$ cat config.mk
export PLATFORM = sky130hd
export DESIGN_NAME = ivrc_top
export DESIGN_NICKNAME = d
export VERILOG_FILES = /design/src/ivrc_pkg.sv /design/src/ivrc_top.sv
export VERILOG_INCLUDE_DIRS = /design/src
export SDC_FILE = /design/constraint.sdc
export NUM_CORES = 1
export LEC_CHECK = 0
export BUFFER_PORTS_ARGS = -buffer_cell sky130_fd_sc_hd__buf_2
export CAP_MARGIN = 20
export CELL_PAD_IN_SITES_DETAIL_PLACEMENT = 1
export CELL_PAD_IN_SITES_GLOBAL_PLACEMENT = 1
export CORE_MARGIN = 2
export CORE_UTILIZATION = 45
export DETAILED_ROUTE_END_ITERATION = 7
export PLACE_DENSITY = 0.79
export REMOVE_ABC_BUFFERS = 1
export SETUP_SLACK_MARGIN = 0.3
export SLEW_MARGIN = 20
export SYNTH_ARGS = -nofsm -noshare
export SYNTH_HDL_FRONTEND = slang
export SYNTH_SLANG_ARGS = --single-unit
$ cat constraint.sdc
create_clock -name ref_clk -period 79.8 [get_ports ref_clk]
set_input_delay 23.94 -clock ref_clk [delete_from_list [all_inputs] [get_ports ref_clk]]
set_output_delay 23.94 -clock ref_clk [all_outputs]
set_load 0.005 [all_outputs]
$ cat src/ivrc_cfg.svh
// Purpose: address map, field positions, vector layout and reset values of the
//          interrupt vector and request controller
// Assumes: byte-addressed memory of 20 address bits, 32-bit register port
// Notes:   definitions only
`ifndef IVRC_CFG_SVH
`define IVRC_CFG_SVH

// ************************************************************
// register port map
// ************************************************************
`define IVRC_A_VBASE     12'h000
`define IVRC_A_FLAG      12'h004
`define IVRC_A_EDGE      12'h008
`define IVRC_A_MODE      12'h00C
`define IVRC_A_STAT      12'h010
`define IVRC_A_ICR_BASE  12'h040
`define IVRC_A_CAUSE     12'h35F

// ************************************************************
// field positions and reset values
// ************************************************************
`define IVRC_CFR_IEN     6
`define IVRC_CFR_PLVL_LO 12
`define IVRC_ICR_REQ     3
`define IVRC_CAUSE_B8    6
`define IVRC_CAUSE_B9    7
`define IVRC_MODE_I2C    0
`define IVRC_VBASE_RST   20'h00000
`define IVRC_IPL_TOP     3'h7

// ************************************************************
// vector layout
// ************************************************************
`define IVRC_FIX_BASE    20'hFFFDC
`define IVRC_FIX_TOP     20'hFFFFF
`define IVRC_ALL_ONES    32'hFFFFFFFF
`define IVRC_ENTRY_BYTES 3'h4
`define IVRC_N_BKI       6'h00
`define IVRC_N_FIRST     4
`define IVRC_N_LAST      31
`define IVRC_N_PIN3      4
`define IVRC_N_SIO4      8
`define IVRC_N_SIO3      9
`define IVRC_N_U2TX      15
`define IVRC_N_U2RX      16
`define IVRC_N_INT0      29
`define IVRC_N_SOFT      6'h20

`endif

$ cat src/ivrc_pkg.sv
// Purpose: types shared by the interrupt vector and request controller
// Assumes: ivrc_cfg.svh holds the numbers
// Notes:   fixed kinds are listed in ascending vector address order
package ivrc_pkg;
  typedef enum logic [3:0] {
    IVRC_FIX_UOT  = 4'h0,
    IVRC_FIX_OVF  = 4'h1,
    IVRC_FIX_BKI  = 4'h2,
    IVRC_FIX_AM   = 4'h3,
    IVRC_FIX_SS   = 4'h4,
    IVRC_FIX_WDT  = 4'h5,
    IVRC_FIX_DBG  = 4'h6,
    IVRC_FIX_NMI  = 4'h7,
    IVRC_FIX_RST  = 4'h8
  } ivrc_fix_e;

  typedef enum logic [1:0] {
    IVRC_ST_IDLE   = 2'h0,
    IVRC_ST_FETCH  = 2'h1,
    IVRC_ST_CHECK  = 2'h3,
    IVRC_ST_BRANCH = 2'h2
  } ivrc_state_e;

  typedef logic [19:0] ivrc_addr_t;
endpackage

$ cat src/ivrc_top.sv
// Purpose: interrupt vectoring and request control for the cpu core
// Assumes: all inputs synchronous to ref_clk; vector memory answers a byte read
//          while mem_rd_r stands, so the byte is taken at the edge that ends it
// Notes:   registers on a plain strobe port, read data one cycle later
`timescale 1ns/1ps
`include "ivrc_cfg.svh"

module ivrc_top (
  input  wire logic                ref_clk,
  input  wire logic                rst_n,
  input  wire logic [11:0]         reg_addr,
  input  wire logic [31:0]         reg_wdata,
  input  wire logic                reg_wr,
  input  wire logic                reg_rd,
  output logic      [31:0]         reg_rdata,
  input  wire logic [31:0]         periph_evt,
  input  wire logic                sio3_evt,
  input  wire logic                sio4_evt,
  input  wire logic                uart2_tx_evt,
  input  wire logic                uart2_rx_evt,
  input  wire logic                uart2_nack_evt,
  input  wire logic                uart2_ack_evt,
  input  wire logic [5:0]          ext_pin,
  input  wire logic                nmi_n,
  input  wire logic                wdt_evt,
  input  wire logic                debugger_break_irq,
  input  wire logic                trap_req,
  input  wire ivrc_pkg::ivrc_fix_e trap_kind,
  input  wire logic                soft_int_req,
  input  wire logic [5:0]          soft_int_num,
  input  wire logic                cpu_boundary,
  output logic                     mem_rd,
  output ivrc_pkg::ivrc_addr_t     mem_addr,
  input  wire logic [7:0]          mem_rdata,
  output logic                     branch_valid,
  output ivrc_pkg::ivrc_addr_t     branch_addr,
  output logic                     branch_fixed,
  output logic [5:0]               branch_num
);
  import ivrc_pkg::*;

  // ************************************************************
  // state
  // ************************************************************
  ivrc_state_e state_r;
  ivrc_addr_t  vbase_r;
  logic        flag_i_r;
  logic [2:0]  proc_lvl_r;
  logic [11:0] edge_sel_r;
  logic        i2c_r;
  logic [1:0]  cause_r;
  logic [2:0]  icr_lvl_r [32];
  logic [31:0] icr_req_r;
  logic [5:0]  pin_q_r;
  logic        nmi_q_r;
  logic        rst_pend_r, nmi_pend_r, dbg_pend_r, wdt_pend_r, trap_pend_r, sw_pend_r;
  ivrc_fix_e   trap_kind_r;
  logic [5:0]  sw_num_r;
  logic        cur_fixed_r, cur_mask_r, redir_r;
  ivrc_fix_e   cur_kind_r;
  logic [5:0]  cur_num_r;
  ivrc_addr_t  fetch_base_r;
  logic [2:0]  issue_cnt_r, cap_cnt_r;
  logic [31:0] vec_word_r;
  logic [31:0] rdata_r;
  logic        mem_rd_r, branch_valid_r, branch_fixed_r;
  ivrc_addr_t  mem_addr_r, branch_addr_r;
  logic [5:0]  branch_num_r;

  assign reg_rdata    = rdata_r;
  assign mem_rd       = mem_rd_r;
  assign mem_addr     = mem_addr_r;
  assign branch_valid = branch_valid_r;
  assign branch_addr  = branch_addr_r;
  assign branch_fixed = branch_fixed_r;
  assign branch_num   = branch_num_r;

  // ************************************************************
  // decode helpers
  // ************************************************************
  function automatic logic icr_hit(input logic [11:0] a);
    icr_hit = (a >= (`IVRC_A_ICR_BASE + 12'(`IVRC_N_FIRST))) &&
              (a <= (`IVRC_A_ICR_BASE + 12'(`IVRC_N_LAST)));
  endfunction

  function automatic logic [4:0] icr_idx(input logic [11:0] a);
    icr_idx = 5'(a - `IVRC_A_ICR_BASE);
  endfunction

  function automatic ivrc_addr_t var_entry(input ivrc_addr_t base, input logic [5:0] n);
    var_entry = base + 20'({n, 2'b00});
  endfunction

  // ************************************************************
  // source events
  // ************************************************************
  logic [5:0]  pin_evt;
  logic [31:0] src_evt;
  logic        nmi_fall;

  genvar gp;
  generate
    for (gp = 0; gp < 6; gp++) begin : g_pin
      // synchronous pins, so one stage of history is enough for edges
      assign pin_evt[gp] = (edge_sel_r[2*gp] & ext_pin[gp] & ~pin_q_r[gp]) |
                           (edge_sel_r[2*gp+1] & ~ext_pin[gp] & pin_q_r[gp]);
    end
  endgenerate

  assign nmi_fall = nmi_q_r & ~nmi_n;

  always_comb begin
    src_evt = periph_evt;
    src_evt[3:0] = 4'h0;
    src_evt[`IVRC_N_PIN3] = pin_evt[3];
    src_evt[`IVRC_N_SIO4] = cause_r[0] ? pin_evt[5] : sio4_evt;
    src_evt[`IVRC_N_SIO3] = cause_r[1] ? pin_evt[4] : sio3_evt;
    src_evt[`IVRC_N_U2TX] = i2c_r ? uart2_nack_evt : uart2_tx_evt;
    src_evt[`IVRC_N_U2RX] = i2c_r ? uart2_ack_evt : uart2_rx_evt;
    src_evt[`IVRC_N_INT0]     = pin_evt[0];
    src_evt[`IVRC_N_INT0 + 1] = pin_evt[1];
    src_evt[`IVRC_N_INT0 + 2] = pin_evt[2];
  end

  always_ff @(posedge ref_clk or negedge rst_n) begin
    if (!rst_n) begin
      pin_q_r <= 6'h00;
      nmi_q_r <= 1'b1;
    end else begin
      pin_q_r <= ext_pin;
      nmi_q_r <= nmi_n;
    end
  end

  // ************************************************************
  // maskable arbitration
  // ************************************************************
  logic [2:0] best_lvl;
  logic [5:0] best_num;
  logic       mask_ok;

  // ties go to the lowest entry; level 0 never wins so it stays disabled
  always_comb begin
    best_lvl = 3'h0;
    best_num = 6'h00;
    for (int n = `IVRC_N_FIRST; n <= `IVRC_N_LAST; n++) begin
      if (icr_req_r[n] && (icr_lvl_r[n] > best_lvl)) begin
        best_lvl = icr_lvl_r[n];
        best_num = 6'(n);
      end
    end
    mask_ok = flag_i_r && (best_lvl > proc_lvl_r);
  end

  // ************************************************************
  // acceptance
  // ************************************************************
  logic       acc_go, acc_fixed, acc_mask;
  ivrc_fix_e  acc_kind;
  logic [5:0] acc_num;

  // non-maskable sources ahead of the mask test, which never sees them
  always_comb begin
    acc_go    = (state_r == IVRC_ST_IDLE) && (cpu_boundary || rst_pend_r);
    acc_fixed = 1'b1;
    acc_mask  = 1'b0;
    acc_kind  = IVRC_FIX_RST;
    acc_num   = 6'h00;
    if (rst_pend_r) begin
      acc_kind = IVRC_FIX_RST;
    end else if (nmi_pend_r) begin
      acc_kind = IVRC_FIX_NMI;
    end else if (dbg_pend_r) begin
      acc_kind = IVRC_FIX_DBG;
    end else if (wdt_pend_r) begin
      acc_kind = IVRC_FIX_WDT;
    end else if (trap_pend_r) begin
      acc_kind = trap_kind_r;
    end else if (sw_pend_r) begin
      acc_fixed = 1'b0;
      acc_num   = sw_num_r;
    end else if (mask_ok) begin
      acc_fixed = 1'b0;
      acc_mask  = 1'b1;
      acc_num   = best_num;
    end else begin
      acc_go = 1'b0;
    end
  end

  // ************************************************************
  // pending non-maskable requests; a new event beats the clear
  // ************************************************************
  logic take_fix;
  assign take_fix = acc_go && acc_fixed;

  always_ff @(posedge ref_clk or negedge rst_n) begin
    if (!rst_n) begin
      rst_pend_r  <= 1'b1;
      nmi_pend_r  <= 1'b0;
      dbg_pend_r  <= 1'b0;
      wdt_pend_r  <= 1'b0;
      trap_pend_r <= 1'b0;
      sw_pend_r   <= 1'b0;
      trap_kind_r <= IVRC_FIX_UOT;
      sw_num_r    <= 6'h00;
    end else begin
      if (take_fix && acc_kind == IVRC_FIX_RST) rst_pend_r <= 1'b0;
      nmi_pend_r <= nmi_fall | (nmi_pend_r & ~(take_fix && acc_kind == IVRC_FIX_NMI));
      dbg_pend_r <= debugger_break_irq | (dbg_pend_r & ~(take_fix && acc_kind == IVRC_FIX_DBG));
      wdt_pend_r <= wdt_evt | (wdt_pend_r & ~(take_fix && acc_kind == IVRC_FIX_WDT));
      trap_pend_r <= trap_req | (trap_pend_r & ~(take_fix && !rst_pend_r && !nmi_pend_r &&
                                                 !dbg_pend_r && !wdt_pend_r));
      sw_pend_r <= soft_int_req | (sw_pend_r & ~(acc_go && !acc_fixed && !acc_mask));
      if (trap_req) trap_kind_r <= trap_kind;
      if (soft_int_req) sw_num_r <= soft_int_num;
    end
  end

  // ************************************************************
  // vector fetch sequencer
  // ************************************************************
  logic bki_all_ones;
  assign bki_all_ones = cur_fixed_r && (cur_kind_r == IVRC_FIX_BKI) && !redir_r &&
                        (vec_word_r == `IVRC_ALL_ONES);

  always_ff @(posedge ref_clk or negedge rst_n) begin
    if (!rst_n) begin
      state_r        <= IVRC_ST_IDLE;
      cur_fixed_r    <= 1'b0;
      cur_mask_r     <= 1'b0;
      cur_kind_r     <= IVRC_FIX_RST;
      cur_num_r      <= 6'h00;
      redir_r        <= 1'b0;
      fetch_base_r   <= `IVRC_VBASE_RST;
      branch_valid_r <= 1'b0;
      branch_addr_r  <= `IVRC_VBASE_RST;
      branch_fixed_r <= 1'b0;
      branch_num_r   <= 6'h00;
    end else begin
      branch_valid_r <= 1'b0;
      case (state_r)
        IVRC_ST_IDLE: begin
          if (acc_go) begin
            state_r     <= IVRC_ST_FETCH;
            cur_fixed_r <= acc_fixed;
            cur_mask_r  <= acc_mask;
            cur_kind_r  <= acc_kind;
            cur_num_r   <= acc_num;
            redir_r     <= 1'b0;
            fetch_base_r <= acc_fixed ?
                            (`IVRC_FIX_BASE + 20'({acc_kind, 2'b00})) :
                            var_entry(vbase_r, acc_num);
          end
        end
        IVRC_ST_FETCH: begin
          if (mem_rd_r && cap_cnt_r == (`IVRC_ENTRY_BYTES - 3'h1)) state_r <= IVRC_ST_CHECK;
        end
        IVRC_ST_CHECK: begin
          if (bki_all_ones) begin
            state_r      <= IVRC_ST_FETCH;
            redir_r      <= 1'b1;
            fetch_base_r <= var_entry(vbase_r, `IVRC_N_BKI);
          end else begin
            state_r <= IVRC_ST_BRANCH;
          end
        end
        IVRC_ST_BRANCH: begin
          state_r        <= IVRC_ST_IDLE;
          branch_valid_r <= 1'b1;
          branch_addr_r  <= vec_word_r[19:0];
          branch_fixed_r <= cur_fixed_r && !redir_r;
          branch_num_r   <= redir_r ? `IVRC_N_BKI : cur_num_r;
        end
        default: state_r <= IVRC_ST_IDLE;
      endcase
    end
  end

  // four byte reads issued back to back, each answered one cycle later
  always_ff @(posedge ref_clk or negedge rst_n) begin
    if (!rst_n) begin
      issue_cnt_r <= 3'h0;
      cap_cnt_r   <= 3'h0;
      mem_rd_r    <= 1'b0;
      mem_addr_r  <= `IVRC_VBASE_RST;
      vec_word_r  <= 32'h00000000;
    end else begin
      mem_rd_r <= 1'b0;
      if (state_r == IVRC_ST_FETCH && issue_cnt_r != `IVRC_ENTRY_BYTES) begin
        mem_rd_r    <= 1'b1;
        mem_addr_r  <= fetch_base_r + 20'(issue_cnt_r);
        issue_cnt_r <= issue_cnt_r + 3'h1;
      end else if (state_r != IVRC_ST_FETCH) begin
        issue_cnt_r <= 3'h0;
      end
      if (mem_rd_r) begin
        vec_word_r[{cap_cnt_r[1:0], 3'b000} +: 8] <= mem_rdata;
        cap_cnt_r <= cap_cnt_r + 3'h1;
      end else if (state_r != IVRC_ST_FETCH) begin
        cap_cnt_r <= 3'h0;
      end
    end
  end

  // ************************************************************
  // registers written by software
  // ************************************************************
  logic wr_icr;
  assign wr_icr = reg_wr && icr_hit(reg_addr);

  // acceptance outranks a same-cycle software write of the flag register
  always_ff @(posedge ref_clk or negedge rst_n) begin
    if (!rst_n) begin
      flag_i_r <= 1'b0;
      proc_lvl_r <= 3'h0;
    end else if (acc_go) begin
      flag_i_r <= 1'b0;
      if (acc_mask) proc_lvl_r <= best_lvl;
    end else if (reg_wr && reg_addr == `IVRC_A_FLAG) begin
      flag_i_r   <= reg_wdata[`IVRC_CFR_IEN];
      proc_lvl_r <= reg_wdata[`IVRC_CFR_PLVL_LO +: 3];
    end
  end

  always_ff @(posedge ref_clk or negedge rst_n) begin
    if (!rst_n) begin
      vbase_r    <= `IVRC_VBASE_RST;
      edge_sel_r <= 12'h000;
      i2c_r      <= 1'b0;
      cause_r    <= 2'h0;
    end else if (reg_wr) begin
      if (reg_addr == `IVRC_A_VBASE) vbase_r <= reg_wdata[19:0];
      if (reg_addr == `IVRC_A_EDGE) edge_sel_r <= reg_wdata[11:0];
      if (reg_addr == `IVRC_A_MODE) i2c_r <= reg_wdata[`IVRC_MODE_I2C];
      if (reg_addr == `IVRC_A_CAUSE) begin
        cause_r <= {reg_wdata[`IVRC_CAUSE_B9], reg_wdata[`IVRC_CAUSE_B8]};
      end
    end
  end

  genvar gi;
  generate
    for (gi = 0; gi < 32; gi++) begin : g_icr
      if (gi >= `IVRC_N_FIRST && gi <= `IVRC_N_LAST) begin : g_src
        logic sw_clr, hw_clr;
        assign sw_clr = wr_icr && icr_idx(reg_addr) == 5'(gi) &&
                        !reg_wdata[`IVRC_ICR_REQ];
        assign hw_clr = state_r == IVRC_ST_BRANCH && cur_mask_r &&
                        cur_num_r == 6'(gi);
        always_ff @(posedge ref_clk or negedge rst_n) begin
          if (!rst_n) begin
            icr_req_r[gi] <= 1'b0;
            icr_lvl_r[gi] <= 3'h0;
          end else begin
            // an event in the clearing cycle survives
            icr_req_r[gi] <= src_evt[gi] | (icr_req_r[gi] & ~sw_clr & ~hw_clr);
            if (wr_icr && icr_idx(reg_addr) == 5'(gi)) begin
              icr_lvl_r[gi] <= reg_wdata[2:0];
            end
          end
        end
      end else begin : g_none
        assign icr_req_r[gi] = 1'b0;
        assign icr_lvl_r[gi] = 3'h0;
      end
    end
  endgenerate

  // ************************************************************
  // read port; unmapped addresses read zero
  // ************************************************************
  always_ff @(posedge ref_clk or negedge rst_n) begin
    if (!rst_n) begin
      rdata_r <= 32'h00000000;
    end else if (reg_rd) begin
      rdata_r <= 32'h00000000;
      if (reg_addr == `IVRC_A_VBASE) rdata_r[19:0] <= vbase_r;
      if (reg_addr == `IVRC_A_FLAG) begin
        rdata_r[`IVRC_CFR_IEN] <= flag_i_r;
        rdata_r[`IVRC_CFR_PLVL_LO +: 3] <= proc_lvl_r;
      end
      if (reg_addr == `IVRC_A_EDGE) rdata_r[11:0] <= edge_sel_r;
      if (reg_addr == `IVRC_A_MODE) rdata_r[`IVRC_MODE_I2C] <= i2c_r;
      if (reg_addr == `IVRC_A_CAUSE) begin
        rdata_r[`IVRC_CAUSE_B8] <= cause_r[0];
        rdata_r[`IVRC_CAUSE_B9] <= cause_r[1];
      end
      if (reg_addr == `IVRC_A_STAT) rdata_r[9:0] <= {state_r, cur_num_r, cur_fixed_r, redir_r};
      if (icr_hit(reg_addr)) begin
        rdata_r[2:0] <= icr_lvl_r[icr_idx(reg_addr)];
        rdata_r[`IVRC_ICR_REQ] <= icr_req_r[icr_idx(reg_addr)];
      end
    end
  end
endmodule

**Word-level counts from Yosys, hierarchy flattened**

Index checks and enable logic that the tools add are counted.

- $lt $le $gt $ge: 33
- Bitwise logic cells: 200
- Shift-type cells: 2
- Muxes and demuxes: 129
- $add $sub $neg: 7
- Equality and inequality tests: 77
- Reduce and logical (&&, ||, !) cells: 158

Operators by type and width:

| kind | number |
|---|---|
| two-way mux 6 bit | 27 |
| logical AND 1 bit | 135 |
| two-way mux 3 bit | 41 |
| == test 6 x 5 -> 1 bit, second input constant | 16 |
| bitwise AND 1 bit | 86 |
| greater-than comparator 3 bit | 28 |
| == test 5 bit, second input constant | 16 |
| two-way mux 20 bit | 4 |
| NOT 1 bit | 74 |
| == test 6 x 4 -> 1 bit, second input constant | 8 |
| two-way mux 4 bit | 11 |
| == test 5 x 4 -> 1 bit, second input constant | 8 |
| one-hot mux 20 bit (2 select lines) | 1 |
| OR 1 bit | 39 |
| two-way mux 1 bit | 34 |
| bitwise mux 32 bit | 1 |
| == test 32 bit, second input constant | 1 |
| variable shift 8 x 7 -> 32 bit, first input constant | 1 |
| indexed part select 8 x 7 -> 32 bit | 1 |
| == test 12 x 4 -> 1 bit, second input constant | 2 |
| == test 6 x 3 -> 1 bit, second input constant | 4 |
| adder 20 x 3 -> 20 bit | 1 |
| adder 20 x 8 -> 20 bit | 1 |
| == test 5 x 3 -> 1 bit, second input constant | 4 |
| other kinds (36) | 62 |

- Register bits after elaboration: 316
- Output and inout bits: 81

**Longest topological paths before layout**

- Word-level depth: 101
- Gate-level depth with buffers: 204
- Gate-level depth less buffers: 204

**Least setup slack after synthesis**

No wires, ideal clock.

- Kind: reg-to-reg
- Start point: reg icr_req_r[4]
- End point: reg fetch_base_r[19]
- Period minus slack after synthesis: 35,285 ps
- Arrival: 35,202 ps
- Stages on the path, launching flop included: 196
- Path slack: 44,515 ps
- Library setup time: 83 ps
- Path through: dfrtp_1 > nand2_1 > ha_1 > nor2b_4 > o31a_1 > nand2_1 > nand2_1 > o21ai_0 > ha_1 > nor2_1 > or2_2 > a21oi_1 > mux2_2 > a21oi_1 > nor2_1 > a21oi_1 > ha_1 > nor2_1 > [... 160 more ...] > a21oi_1 > nor4_1 > o21ai_0 > nand2_1 > ha_1 > a21o_1 > a21o_1 > a21oi_1 > nor2_1 > nor2_1 > inv_1 > a21oi_1 > or2_2 > nor2_1 > xnor2_1 > o21ai_0 > o21ai_0 > o21ai_0

- Word-level cells in the longest chain between the ends: 96
- Elaborated cells between the ends (all ways): 140

RTL lines:

| item | RTL line | RTL |
|---|---|---|
| from (decl) | ivrc_top.sv:53 | `logic [31:0] icr_req_r;` |
| from (signal, indexed assignment) | ivrc_top.sv:357 | `icr_req_r[gi] <= src_evt[gi] \| (icr_req_r[gi] & ~sw_clr & ~hw_clr);` |
| logical AND 1 bit * | ivrc_top.sv:147 | `if (icr_req_r[n] && (icr_lvl_r[n] > best_lvl)) begin` |
| two-way mux 3 bit * | ivrc_top.sv:147 |  |
| greater-than comparator 3 bit | ivrc_top.sv:147 |  |
| logical AND 1 bit | ivrc_top.sv:147 |  |
| two-way mux 3 bit | ivrc_top.sv:147 |  |
| greater-than comparator 3 bit | ivrc_top.sv:147 |  |
| logical AND 1 bit | ivrc_top.sv:147 |  |
| two-way mux 3 bit | ivrc_top.sv:147 |  |
| [... 81 more ...] | n/a |  |
| two-way mux 6 bit * | ivrc_top.sv:173 | `end else if (dbg_pend_r) begin` |
| two-way mux 6 bit * | ivrc_top.sv:171 | `end else if (nmi_pend_r) begin` |
| two-way mux 6 bit * | ivrc_top.sv:169 | `if (rst_pend_r) begin` |
| net acc_num[1] | ivrc_top.sv:160 | `logic [5:0] acc_num;` |
| adder 20 x 8 -> 20 bit * | ivrc_top.sv:91 | `var_entry = base + 20'({n, 2'b00});` |
| two-way mux 20 bit * | ivrc_top.sv:251 | `fetch_base_r <= acc_fixed ?` |
| two-way mux 20 bit * | ivrc_top.sv:244 | `if (acc_go) begin` |
| one-hot mux 20 bit (2 select lines) * | ivrc_top.sv:242 | `case (state_r)` |
| to (signal assigned) | ivrc_top.sv:235 | `` fetch_base_r <= `IVRC_VBASE_RST; `` |
| to (signal assigned) | ivrc_top.sv:251 |  |
| to (signal assigned) | ivrc_top.sv:263 | `` fetch_base_r <= var_entry(vbase_r, `IVRC_N_BKI); `` |
| to (decl) | ivrc_top.sv:62 | `ivrc_addr_t fetch_base_r;` |

Mark *: on every way through the listed nets, which the timed path passes. The rest lies on a longest branch. The select of a mux whose other input is x is not followed.
A chain may end at the register's enable or synchronous reset.

**Worst setup path after layout**

Same ends and word-level chain as after synthesis.

==> results.py <==
metrics = {
    "status": {
        "status": "completed",
    },
    "critical_path": {
        "crit_start": "icr_req_r[4]",
        "cpPeakStageDelay_ns": 0.83,
        "reg2reg_from": "icr_req_r[4]",
        "critPathLaunchType": "flip-flop",
        "critPathCaptureType": "flip-flop",
        "path_class": "flip-flop to flip-flop",
        "cp-endpoint": "fetch_base_r[19]",
        "crit_path_frequent_cell": "nor2_1",
        "crit_arrival_ns": 42.25,
        "critPathRequiredTime_ns": 80.27,
        "reg2reg_to": "fetch_base_r[19]",
        "worstPathMaxFanout": 8,
        "ff2ff_setup_slack_ns": 38.02,
        "ff2ff_path_depth": 194,
        "critPathSlowestCell": "nor4_1",
    },
    "clock_network": {
        "cts.clk_slew.worst_paths_ns": 0.06,
        "cts_resized": 0,
        "post_cts_buffers": 0,
        "clock_path_buffers": 3,
        "root_buffer": "clkbuf_16",
        "h-tree-depth": 2,
        "cts_buffers": 39,
        "cts_tree": "done",
        "hold_buffers": 0,
        "cts_sinks": 316,
        "insertion_delay_ns": 0.56,
    },
    "cells_and_area": {
        "layout_common_cells": "dfrtp_1, nand2_1, o21ai_0",
        "layout.nets": 2240,
        "syn2layout_area_growth_pct": 13.5,
        "drive_gt1_share_pct": 22.4,
        "final_common_cell": "dfrtp_1",
    },
    "pwr": {
        "p_leak_nw": 9.69,
        "swShare_pct": 30.7,
        "ir_worst_vdd_mv": 0.0145,
        "p_total_mw": 0.488,
        "powerDensity_nw_per_um2": 22.8,
        "clock_power_share_pct": 36.7,
        "p_int_mw": 0.338,
        "p_switching_mw": 0.150,
        "seq_power_share_pct": 43.8,
        "combPwrFrac_pct": 19.5,
    },
    "yosys": {
        "async_flop_share_pct": 100,
        "synthCells": 1929,
        "avgSynthCellArea_um2": 9.78,
        "synthTopCellsByArea": "dfrtp_1, mux2_2, nand2_1, o21ai_0, mux4_2",
        "ys.flop_type": "dfrtp_1",
        "synth_edf_count": 0,
        "yosysWarnings": 0,
        "ys_types": 103,
        "synth.largest_area_cell": "dfrtp_1",
        "seq_area_frac_synth_pct": 41.9,
        "ys_ff_latch": 316,
        "netlist.area_leader.share_pct": 41.5,
        "syn_area_um2": 18900,
    },
    "grt": {
        "grt_pass1_vias": 16600,
        "overflow": 0,
        "antenna_found_initial": 3,
        "gr-usage-all-layers_pct": 27.7,
        "grt_max_degree": 119,
        "grt_pass1_wl_mm": 95.2,
    },
    "worst_hold_path": {
        "hold_class": "flip-flop to flip-flop",
        "worstHoldStart": "mem_addr[0]",
    },
    "floorplanning": {
        "die_area_um2": 43600,
        "initial_utilization_pct": 45.3,
        "dieHeight_um": 209,
        "row_count": 75,
        "coreArea_um2": 41700,
        "io_pins": 197,
        "die_x_um": 209,
    },
    "detailed_routing": {
        "drtPass1Iterations": 5,
        "wire_per_inst_um": 22.9,
        "wl_mm": 60.2,
        "drcViolationCount": 0,
        "viasPerCell": 6.14,
        "ant_nets": 0,
        "drt-initial-drc-count": 1154,
        "route.vias.total": 16200,
    },
    "place": {
        "gp_congestion": 0.871,
        "dpl.hpwl_mm": 43.7,
        "portBuffers": 160,
    },
    "timing": {
        "fin_crit_ns": 41.78,
        "finalHoldViolCount": 0,
        "setup-tns-final_ns": 0,
        "maxSlewHeadroom_pct": 32.3,
        "rsz0062_at_grt": "no",
        "finalClockSkew_ns": 0.0150,
        "fmax_mhz": 23.9,
        "worst_slew_pin_slew_ns": 1.01,
        "finalMaxSlewViolations": 0,
        "setup_viol": 0,
        "min_period_over_period_pct": 52.4,
    },
    "job": {
        "maxCapViolCount": 0,
    },
}
## kinds of logic after synthesis
family                   Yosys count  synth area share [%]
other                              1                0.0199
AND/OR/NAND/NOR                  616                  15.4
XOR/XNOR                          29                  1.35
buffers and inverters            166                  3.65
flip-flops                       316                  41.9
AO/OA/AOI/OAI                    543                  19.9
multiplexers                     188                  13.1
adder cells (fa/ha/maj)           70                  4.58
## critical path: cells and delay by family (launching register included)
kind,cells,cell delay (ns)
fa+ha+maj,40,11.62
simple gates,64,9.51
buf+inv,3,0.21
flops,1,0.52
mux,7,2.62
xor+xnor,1,0.11
compound gates,79,17.08
## synth_stat cells (35+ instances only)
cell type and number:
nand3_1 51, inv_1 76, clkbuf_1 66, mux2_2 151, nand2_1 234, nand2b_1 35, nor2_1 135, o21ai_0 165
a22o_1 35, a21oi_1 71, ha_1 57, dfrtp_1 313
## sequential cells by signal, summed over array words and instances, names as in the netlist, 20 cells and up
register	cells
reg_rdata	20
vbase_r	20
vec_word_r	32
icr_lvl_r	84
fetch_base_r	20
icr_req_r	28
mem_addr	20
branch_addr	20
## through the flow
step | setup WS (ns) | util [%] | area, µm² | std cells | hold slack (ns)
after CTS | 38.20 | 51.3 | 21400 | 2629 | 0.481
after global routing | 34.52 | 51.4 | 21400 | 2631 | 0.512
after floorplan | 44.46 | - | 18500 | 1850 | 0.437
after global placement | 40.16 | 48.2 | 20100 | 2561 | 0.456
after detailed placement | 38.60 | 48.2 | 20100 | 2561 | 0.467
final | 38.02 | 51.4 | 21400 | 2632 | 0.477
## power groups by stage
stage	Clock (mW)	Sequential (mW)	Combinational, mW
2_1_floorplan	0	0.209	0.0541
3_3_place_gp	0	0.214	0.0885
3_5_place_dp	0	0.217	0.0932
4_1_cts	0.183	0.214	0.0944
5_1_grt	0.189	0.218	0.107
6_report	0.179	0.214	0.0950
## routing by layer
layer  wire length [µm]  GRT usage [%]  share of wire (%)  vias to the layer above
met2              29000           46.4                 48                      497
met1              25600           36.2                 43                     8173
met3               3460           4.85                5.8                      115
li1                   -              -                  -                     7373
met4               2120           10.0                3.5                        4
met5                 31              0              0.051                        -
## final cells by class
| type | instances | area, µm² |
|---|---|---|
| antenna | 1 | 2.50 |
| clock buffer | 57 | 1130 |
| clock inverter | 11 | 144 |
| fill | 4683 | 20200 |
| inverter | 76 | 285 |
| multi-input combinational | 1458 | 10300 |
| sequential | 316 | 7910 |
| tap | 539 | 674 |
| timing repair buffer | 174 | 943 |
## worst min-delay path by stage
stage	cells after the start	slack (ns)	to
floorplan	2	0.44	cur_kind_r[2]
global placement	2	0.46	mem_addr[0]
detailed placement	2	0.47	mem_addr[0]
CTS	2	0.48	mem_addr[0]
global route	2	0.51	mem_addr[0]
finish	2	0.48	mem_addr[0]
No activity file was read; power rests on OpenSTA's default activity.
